==> config.mk <==
export PLATFORM = sky130hd
export DESIGN_NAME = vsta_top
export DESIGN_NICKNAME = d
export VERILOG_FILES = /design/src/core/vsta_pkg.sv /design/src/core/vsta_fifo.sv /design/src/core/vsta_top.sv
export SDC_FILE = /design/constraint.sdc
export NUM_CORES = 1
export LEC_CHECK = 0
export ABC_AREA = 1
export ABC_CLOCK_PERIOD_IN_PS = 5150
export BUFFER_PORTS_ARGS = -buffer_cell sky130_fd_sc_hd__buf_4
export CORE_AREA = 3 3 193 195
export DETAILED_ROUTE_END_ITERATION = 10
export DIE_AREA = 0 0 196 198
export PLACE_DENSITY = 0.53
export SYNTH_ARGS = -nofsm -noshare
export SYNTH_HDL_FRONTEND = slang
export SYNTH_HIERARCHICAL = 1
export SYNTH_SLANG_ARGS = --single-unit
export TNS_END_PERCENT = 20
==> constraint.sdc <==
create_clock -name ref_clk -period 5.15 [get_ports ref_clk]
set_input_delay 0.7725 -clock ref_clk [delete_from_list [all_inputs] [get_ports ref_clk]]
set_output_delay 0.7725 -clock ref_clk [all_outputs]
set_load 0.02 [all_outputs]
==> src/core/vsta_pkg.sv <==
// Constants shared by the sync timing adjust block: register map, fields, resets, timing.
package vsta_pkg;

    // ************************************************************
    // Register offsets
    // ************************************************************
    localparam logic [7:0] VSTA_OFS_CMAP = 8'h4A;
    localparam logic [7:0] VSTA_OFS_FEND = 8'h50;
    localparam logic [7:0] VSTA_OFS_LEND = 8'h51;
    localparam logic [7:0] VSTA_OFS_START = 8'h52;
    localparam logic [7:0] VSTA_OFS_POL = 8'h53;
    localparam logic [7:0] VSTA_OFS_STATUS = 8'h5F;

    // ************************************************************
    // Reset values and implemented-bit masks
    // ************************************************************
    localparam logic [7:0] VSTA_RST_CMAP = 8'h1B;
    localparam logic [7:0] VSTA_RST_FEND = 8'h08;
    localparam logic [7:0] VSTA_RST_LEND = 8'h08;
    localparam logic [7:0] VSTA_RST_START = 8'h00;
    localparam logic [7:0] VSTA_RST_POL = 8'h0C;
    localparam logic [7:0] VSTA_MASK_FEND = 8'h1F;
    localparam logic [7:0] VSTA_MASK_LEND = 8'h0F;
    localparam logic [7:0] VSTA_MASK_POL = 8'h7F;

    // ************************************************************
    // Field positions
    // ************************************************************
    localparam int VSTA_CH0_LSB = 6;
    localparam int VSTA_CH1_LSB = 4;
    localparam int VSTA_CH2_LSB = 2;
    localparam int VSTA_CH3_LSB = 0;
    localparam int VSTA_FSTART_LSB = 4;
    localparam int VSTA_LSTART_LSB = 0;
    localparam int VSTA_FSTYLE_BIT = 5;
    localparam int VSTA_LSTYLE_BIT = 4;
    localparam int VSTA_ST_FSYNC_BIT = 0;
    localparam int VSTA_ST_LSYNC_BIT = 1;
    localparam int VSTA_ST_FULL_BIT = 2;

    // ************************************************************
    // Timing in pixel-clock steps, FIFO depth and pixel data width
    // ************************************************************
    localparam int VSTA_END_BASE = 8;
    localparam int VSTA_MAX_ADV = 15;
    localparam int VSTA_FEND_MAX = 23;
    localparam int VSTA_LEND_MAX = 7;
    localparam int VSTA_PULSE_LEN = 4;
    localparam int VSTA_FIFO_DEPTH = 4;
    localparam int VSTA_DATA_W = 10;

endpackage : vsta_pkg

==> src/core/vsta_fifo.sv <==
// Small synchronous FIFO with valid/ready on both sides and registered flags.
`timescale 1ns/1ns
module vsta_fifo #(
    parameter int WIDTH = 12,
    parameter int DEPTH = 4
) (
    input wire logic ref_clk,
    input wire logic rst,
    input wire logic [WIDTH-1:0] in_data,
    input wire logic in_valid,
    output logic in_ready,
    output logic [WIDTH-1:0] out_data,
    output logic out_valid,
    input wire logic out_ready
);
    localparam int AW = (DEPTH > 1) ? $clog2(DEPTH) : 1;
    localparam logic [AW:0] DEPTH_C = (AW + 1)'(DEPTH);
    localparam logic [AW-1:0] LAST_C = AW'(DEPTH - 1);

    logic [WIDTH-1:0] mem_q [0:DEPTH-1];
    logic [AW-1:0] wr_ptr_q;
    logic [AW-1:0] rd_ptr_q;
    logic [AW:0] count_q;
    logic [AW:0] count_d;
    logic full_q;
    logic empty_q;
    logic push;
    logic pop;

    assign push = in_valid && !full_q;
    assign pop = out_ready && !empty_q;
    assign out_valid = !empty_q;
    assign out_data = mem_q[rd_ptr_q];

    always_comb begin
        count_d = count_q;
        if (push && !pop) begin
            count_d = count_q + 1'b1;
        end else if (pop && !push) begin
            count_d = count_q - 1'b1;
        end
    end

    always_ff @(posedge ref_clk) begin
        if (push) begin
            mem_q[wr_ptr_q] <= in_data;
        end
    end

    always_ff @(posedge ref_clk or posedge rst) begin
        if (rst) begin
            wr_ptr_q <= '0;
            rd_ptr_q <= '0;
        end else begin
            if (push) begin
                wr_ptr_q <= (wr_ptr_q == LAST_C) ? '0 : wr_ptr_q + 1'b1;
            end
            if (pop) begin
                rd_ptr_q <= (rd_ptr_q == LAST_C) ? '0 : rd_ptr_q + 1'b1;
            end
        end
    end

    // Flags are flops so the ready seen by the source is glitch free
    always_ff @(posedge ref_clk or posedge rst) begin
        if (rst) begin
            count_q <= '0;
            full_q <= 1'b0;
            empty_q <= 1'b1;
            in_ready <= 1'b1;
        end else begin
            count_q <= count_d;
            full_q <= (count_d == DEPTH_C);
            in_ready <= (count_d != DEPTH_C);
            empty_q <= (count_d == '0);
        end
    end
endmodule : vsta_fifo

==> src/core/vsta_top.sv <==
// Sync timing adjust: register file, sync edge shaping and aligned pixel path.
//
// Chosen here: the address-and-strobe port.
`timescale 1ns/1ns
module vsta_top
    import vsta_pkg::*;
#(
    parameter int DATA_W = VSTA_DATA_W,
    parameter int FIFO_DEPTH = VSTA_FIFO_DEPTH
) (
    input wire logic ref_clk,
    input wire logic rst,
    input wire logic [7:0] reg_addr,
    input wire logic [7:0] reg_wdata,
    input wire logic reg_we,
    input wire logic reg_re,
    output logic [7:0] reg_rdata,
    input wire logic [DATA_W-1:0] pix_data,
    input wire logic pix_valid,
    input wire logic pix_frame_active,
    input wire logic pix_row_active,
    output logic pix_ready,
    output logic [DATA_W-1:0] vid_data,
    output logic vid_valid,
    output logic frame_sync,
    output logic line_sync,
    input wire logic cap_ready,
    output logic [1:0] chan0_map,
    output logic [1:0] chan1_map,
    output logic [1:0] chan2_map,
    output logic [1:0] chan3_map
);
    localparam int BASE = VSTA_MAX_ADV;
    localparam int FLEN = BASE + VSTA_FEND_MAX + 1;
    localparam int LLEN = BASE + VSTA_LEND_MAX + 1;
    localparam int FW = DATA_W + 2;
    localparam logic [2:0] PULSE_LAST = 3'(VSTA_PULSE_LEN - 1);

    // ************************************************************
    // Helpers
    // ************************************************************
    // Codes below the base are reserved; treat them as no delay
    function automatic logic [4:0] end_extra(input logic [4:0] code, input logic [4:0] cap);
        logic [4:0] ext;
        ext = (code < 5'(VSTA_END_BASE)) ? 5'h00 : 5'(code - 5'(VSTA_END_BASE));
        return (ext > cap) ? cap : ext;
    endfunction : end_extra

    function automatic logic pick(input logic [FLEN-1:0] vec, input int idx);
        return vec[idx];
    endfunction : pick

    // ************************************************************
    // Register file
    // ************************************************************
    logic [7:0] cmap_q;
    logic [7:0] fend_q;
    logic [7:0] lend_q;
    logic [7:0] start_q;
    logic [7:0] pol_q;
    logic [7:0] rdata_d;
    logic fifo_full;

    always_ff @(posedge ref_clk or posedge rst) begin
        if (rst) begin
            cmap_q <= VSTA_RST_CMAP;
            fend_q <= VSTA_RST_FEND;
            lend_q <= VSTA_RST_LEND;
            start_q <= VSTA_RST_START;
            pol_q <= VSTA_RST_POL;
        end else if (reg_we) begin
            if (reg_addr == VSTA_OFS_CMAP) begin
                cmap_q <= reg_wdata;
            end else if (reg_addr == VSTA_OFS_FEND) begin
                fend_q <= reg_wdata & VSTA_MASK_FEND;
            end else if (reg_addr == VSTA_OFS_LEND) begin
                lend_q <= reg_wdata & VSTA_MASK_LEND;
            end else if (reg_addr == VSTA_OFS_START) begin
                start_q <= reg_wdata;
            end else if (reg_addr == VSTA_OFS_POL) begin
                pol_q <= reg_wdata & VSTA_MASK_POL;
            end
        end
    end

    always_comb begin
        rdata_d = 8'h00;
        if (reg_addr == VSTA_OFS_CMAP) begin
            rdata_d = cmap_q;
        end else if (reg_addr == VSTA_OFS_FEND) begin
            rdata_d = fend_q;
        end else if (reg_addr == VSTA_OFS_LEND) begin
            rdata_d = lend_q;
        end else if (reg_addr == VSTA_OFS_START) begin
            rdata_d = start_q;
        end else if (reg_addr == VSTA_OFS_POL) begin
            rdata_d = pol_q;
        end else if (reg_addr == VSTA_OFS_STATUS) begin
            rdata_d[VSTA_ST_FSYNC_BIT] = frame_sync;
            rdata_d[VSTA_ST_LSYNC_BIT] = line_sync;
            rdata_d[VSTA_ST_FULL_BIT] = fifo_full;
        end
    end

    // Read data stands only in the cycle after the strobe
    always_ff @(posedge ref_clk or posedge rst) begin
        if (rst) begin
            reg_rdata <= 8'h00;
        end else begin
            reg_rdata <= reg_re ? rdata_d : 8'h00;
        end
    end

    always_ff @(posedge ref_clk or posedge rst) begin
        if (rst) begin
            chan0_map <= VSTA_RST_CMAP[VSTA_CH0_LSB +: 2];
            chan1_map <= VSTA_RST_CMAP[VSTA_CH1_LSB +: 2];
            chan2_map <= VSTA_RST_CMAP[VSTA_CH2_LSB +: 2];
            chan3_map <= VSTA_RST_CMAP[VSTA_CH3_LSB +: 2];
        end else begin
            chan0_map <= cmap_q[VSTA_CH0_LSB +: 2];
            chan1_map <= cmap_q[VSTA_CH1_LSB +: 2];
            chan2_map <= cmap_q[VSTA_CH2_LSB +: 2];
            chan3_map <= cmap_q[VSTA_CH3_LSB +: 2];
        end
    end

    // ************************************************************
    // Input FIFO
    // ************************************************************
    logic [FW-1:0] fifo_out;
    logic fifo_valid;
    logic step;
    logic in_frame;
    logic in_row;
    logic [DATA_W-1:0] in_data;

    vsta_fifo #(
        .WIDTH(FW),
        .DEPTH(FIFO_DEPTH)
    ) u_fifo (
        .ref_clk(ref_clk),
        .rst(rst),
        .in_data({pix_frame_active, pix_row_active, pix_data}),
        .in_valid(pix_valid),
        .in_ready(pix_ready),
        .out_data(fifo_out),
        .out_valid(fifo_valid),
        .out_ready(cap_ready)
    );

    assign fifo_full = !pix_ready;
    // One step is one pixel-clock slot; a stalled receiver freezes all timing
    assign step = fifo_valid && cap_ready;
    assign in_frame = fifo_out[FW-1];
    assign in_row = fifo_out[FW-2];
    assign in_data = fifo_out[DATA_W-1:0];

    // ************************************************************
    // Sync source: level or stretched end pulse
    // ************************************************************
    logic frame_prev_q;
    logic row_prev_q;
    logic [2:0] fcnt_q;
    logic [2:0] lcnt_q;
    logic frame_eof;
    logic row_eol;
    logic frame_src;
    logic line_src;
    logic frame_style;
    logic line_style;

    assign frame_style = pol_q[VSTA_FSTYLE_BIT];
    assign line_style = pol_q[VSTA_LSTYLE_BIT];
    assign frame_eof = frame_prev_q && !in_frame;
    assign row_eol = row_prev_q && !in_row;
    assign frame_src = frame_style ? (frame_eof || fcnt_q != 3'h0) : in_frame;
    assign line_src = line_style ? (row_eol || lcnt_q != 3'h0) : in_row;

    always_ff @(posedge ref_clk or posedge rst) begin
        if (rst) begin
            frame_prev_q <= 1'b0;
            row_prev_q <= 1'b0;
            fcnt_q <= 3'h0;
            lcnt_q <= 3'h0;
        end else if (step) begin
            frame_prev_q <= in_frame;
            row_prev_q <= in_row;
            if (frame_style && frame_eof) begin
                fcnt_q <= PULSE_LAST;
            end else if (fcnt_q != 3'h0) begin
                fcnt_q <= fcnt_q - 1'b1;
            end
            if (line_style && row_eol) begin
                lcnt_q <= PULSE_LAST;
            end else if (lcnt_q != 3'h0) begin
                lcnt_q <= lcnt_q - 1'b1;
            end
        end
    end

    // ************************************************************
    // Delay lines and edge shaping
    // ************************************************************
    // Everything is delayed by the largest advance, so an earlier start is an earlier tap
    logic [FLEN-1:0] fsr_q;
    logic [LLEN-1:0] lsr_q;
    logic [DATA_W-1:0] dpipe_q [0:BASE];
    logic [BASE:0] vpipe_q;
    logic [3:0] fadv;
    logic [3:0] ladv;
    logic [4:0] fext;
    logic [4:0] lext;
    logic f_start_bit;
    logic f_end_bit;
    logic l_start_bit;
    logic l_end_bit;

    assign fadv = start_q[VSTA_FSTART_LSB +: 4];
    assign ladv = start_q[VSTA_LSTART_LSB +: 4];
    assign fext = end_extra(fend_q[4:0], 5'(VSTA_FEND_MAX));
    assign lext = end_extra(lend_q[4:0], 5'(VSTA_LEND_MAX));
    assign f_start_bit = pick(fsr_q, BASE - int'(fadv));
    assign f_end_bit = pick(fsr_q, BASE + int'(fext));
    assign l_start_bit = pick(FLEN'(lsr_q), BASE - int'(ladv));
    assign l_end_bit = pick(FLEN'(lsr_q), BASE + int'(lext));

    always_ff @(posedge ref_clk or posedge rst) begin
        if (rst) begin
            fsr_q <= '0;
            lsr_q <= '0;
            vpipe_q <= '0;
        end else if (step) begin
            fsr_q <= {fsr_q[FLEN-2:0], frame_src};
            lsr_q <= {lsr_q[LLEN-2:0], line_src};
            vpipe_q <= {vpipe_q[BASE-1:0], 1'b1};
        end
    end

    always_ff @(posedge ref_clk) begin
        if (step) begin
            dpipe_q[0] <= in_data;
            for (int i = 1; i <= BASE; i++) begin
                dpipe_q[i] <= dpipe_q[i-1];
            end
        end
    end

    // Stretching on both sides assumes gaps wider than advance plus delay
    always_ff @(posedge ref_clk or posedge rst) begin
        if (rst) begin
            frame_sync <= 1'b0;
            line_sync <= 1'b0;
            vid_valid <= 1'b0;
            vid_data <= '0;
        end else begin
            vid_valid <= step && vpipe_q[BASE];
            if (step) begin
                frame_sync <= f_start_bit || f_end_bit;
                line_sync <= l_start_bit || l_end_bit;
                vid_data <= dpipe_q[BASE];
            end
        end
    end
endmodule : vsta_top

==> out/qor.yml <==
sta:
  drv_slew: 0
  tightest_slew_ns: 1.029
  fin_setup_tns_ns: 0
  setup_violations: 0
  min_period_ns: 2.903
  clock_skew_ns: 0.01608
  fmaxAchievable_mhz: 344.5
  slew_headroom_pct: 31.37
  hold_viol: 0
  post-route-period-util_pct: 56.36
  rsz0062_at_grt: "no"
global_route:
  antenna_found_initial: 0
  overflow: 0
  grt_pass1_wl_um: 41730
  first_global_vias: 8204
  grt_usage_pct: 12.98
  grt_start_max_net_pins: 155
clock_network:
  cts_tree: "built"
  path_clk_slew_ns: 0.06
  htreeDepth: 2
  cts_hold_buffers: 0
  clock_latency_ns: 0.53
  clock_sinks: 365
  cts-root-buf: "clkbuf_16"
  cts_buffers: 39
  cts_buffer_depth: 3
  cts-resized-gates: 0
  cts_setup_buffers: 0
setup_path:
  rrSetupSlack_ns: 2.25
  required_ns: 5.56
  critPathKind: "flip-flop to flip-flop"
  r2r_start: "u_fifo/rd_ptr_q[0]$_DFFE_PP0P_"
  crit_chain: "inv_1, o21ai_0, o22ai_1, inv_1, nand2_1, nor2_1, inv_1, a21oi_1, mux2_2"
  path_delay_family: "flip-flops"
  cp_max_fo: 27
  cp_slowest_stage_delay_ns: 0.83
  path_buf_inv: 3
  cp_slowest_cell: "dfrtp_1"
  worstRegToRegCells: 9
  rr_endpoint: "lcnt_q[1]$_DFFE_PP0P_"
  arrival_ns: 3.31
  start_kind: "flip-flop"
  crit_top_cell: "inv_1"
  crit_path_end_kind: "flip-flop"
power_and_ir_drop:
  vdd.ir_drop.worst_mv: 0.3010
  powerDensity_nw_per_um2: 536.1
  leakagePower_nw: 6.666
logic_synthesis:
  ys_seq_area_share_pct: 71.89
  synth_nets: 1251
  synth_edf_count: 208
  yosys_warnings: 6
  synthArstFlopShare_pct: 43.01
  syn_avg_cell_area_um2: 11.78
  synth-main-ff-cell: "edfxtp_1"
  synth_area_um2: 14180
  yosys.cell_types.count: 44
  synth_area_leader_cell: "edfxtp_1"
  synth_cells: 1203
  synth-seq-cells: 365
  synth_area_leaders: "edfxtp_1 (44%), dfrtp_1 (25%), nand2_1 (6.5%)"
  synth_top_area_share_pct: 44.06
placed_design:
  io_buffers: 63
  gp_congestion: 0.8502
  place_inst: 1695
  hpwl_um: 15490
die:
  start_util_pct: 39.86
  rows: 69
  die_height_um: 198
  die_x_um: 196
  core_area_um2: 35570
  io_pins: 64
  fp.dieArea_um2: 38810
final_layout:
  nFillCells: 3308
  nNetsFinal: 1323
  layout-drive-gt1-share_pct: 14.50
  diodes: 0
  stdcell_count: 1764
  area_delta_synth_final_pct: 15.78
route:
  routed_wl_um: 24720
  drtIter0Drc: 582
  drt_pass1_iterations: 5
  viasPerCell: 4.764
  via_count: 8403
  ant_nets: 0
  wire_per_inst_um: 14.01
  drc: 0
flow_run:
  drv_cap: 0
status:
  outcome: "complete, no violations"
min_path:
  hold_path.class: "primary input to async pin"
report_power, final:
group	switching [mW]	internal [mW]
Sequential	0.365	4.13
Clock	1.11	1.69
Combinational	1.02	0.495
registers in the layout (all words and copies together), names as in the netlist, 7 cells and up:
name          flops
dpipe_q         160
u_fifo/mem_q     48
fsr_q            39
lsr_q            23
vpipe_q          16
vid_data         10
cmap_q            8
reg_rdata         8
start_q           8
pol_q             7
stage by stage:
| step | setup WS (ns) | power (mW) | util [%] | cell area [um2] | hold slack [ns] |
|---|---|---|---|---|---|
| after floorplan | 0.4460 | 5.575 | - | 14180 | 0.3590 |
| after global placement | 2.305 | 6.042 | 42.49 | 15110 | 0.3703 |
| after detailed placement | 2.199 | 6.108 | 42.49 | 15110 | 0.3731 |
| after CTS | 2.187 | 8.952 | 46.15 | 16410 | 0.2509 |
| after global routing | 1.830 | 9.384 | 46.15 | 16410 | 0.2604 |
| final | 2.247 | 8.800 | 46.15 | 16410 | 0.2631 |
placed cells by master, fill, tap and decap left out, types with 9 or more instances in the layout:
master,count
a21oi_1,38
buf_4,71
clkbuf_16,39
dfrtp_1,143
dfstp_2,14
edfxtp_1,208
ha_1,14
inv_1,124
inv_2,9
nand2_1,244
nand2_2,10
nand3_1,62
nor2_1,49
o211ai_1,11
o21ai_0,157
o21ai_1,23
o22ai_1,13
worst register-to-register path, cell delays in order, from the launching register on:
cell and delay, ns:
dfrtp_1 0.83, inv_1 0.56, o21ai_0 0.29, o22ai_1 0.12, inv_1 0.08, nand2_1 0.06, nor2_1 0.17, inv_1 0.08
a21oi_1 0.24, mux2_2 0.37
cell usage after synthesis, drive strengths merged, types with 4 or more instances:
master	n
buf	17
nand4	4
clkbuf	23
nor2	56
ha	14
o22ai	13
o21ai	182
dfrtp	143
edfxtp	208
dfstp	14
o211ai	11
nand2	259
a21oi	38
nand3	67
inv	136
kinds of logic after synthesis:
family | share of synthesized area, %
AND/OR/NAND/NOR | 12.17
flip-flops | 71.89
AO/OA/AOI/OAI | 9.452
buffers and inverters | 5.048
adder cells (fa/ha/maj) | 1.236
XOR/XNOR | 0.1236
multiplexers | 0.07942
worst max path at each step:
stage / from / to / slack, ns / cells past startpoint
after CTS: u_fifo/rd_ptr_q[0]$_DFFE_PP0P_ / lcnt_q[1]$_DFFE_PP0P_ / 2.19 / 9
final: u_fifo/rd_ptr_q[0]$_DFFE_PP0P_ / lcnt_q[1]$_DFFE_PP0P_ / 2.25 / 9
after detailed placement: u_fifo/rd_ptr_q[0]$_DFFE_PP0P_ / lcnt_q[1]$_DFFE_PP0P_ / 2.20 / 9
after global routing: u_fifo/rd_ptr_q[0]$_DFFE_PP0P_ / lcnt_q[2]$_DFFE_PP0P_ / 1.83 / 11
after global placement: u_fifo/rd_ptr_q[0]$_DFFE_PP0P_ / lcnt_q[1]$_DFFE_PP0P_ / 2.31 / 9
after floorplan: rst / chan0_map[0]$_DFF_PP0_ / 0.45 / 1
layout make-up:
cell class                 instances  area [um2]  share of cell area, %
clock inverter                    18       221.5                  1.349
tap                              461       576.8                  3.514
multi-input combinational        660        3277                  19.96
sequential                       365       10190                  62.09
timing repair buffer              71       533.0                  3.247
clock buffer                      51        1081                  6.586
inverter                         138       533.0                  3.247
routing by layer:
layer	part of all wire (%)	track usage, %	up-vias
li1	-	-	4228
met2	46	20.32	98
met1	48	18.55	4028
met5	0	0	-
met3	3.2	2.297	49
met4	2.4	4.278	0
Note: power is estimated with default switching activity, not from simulation.
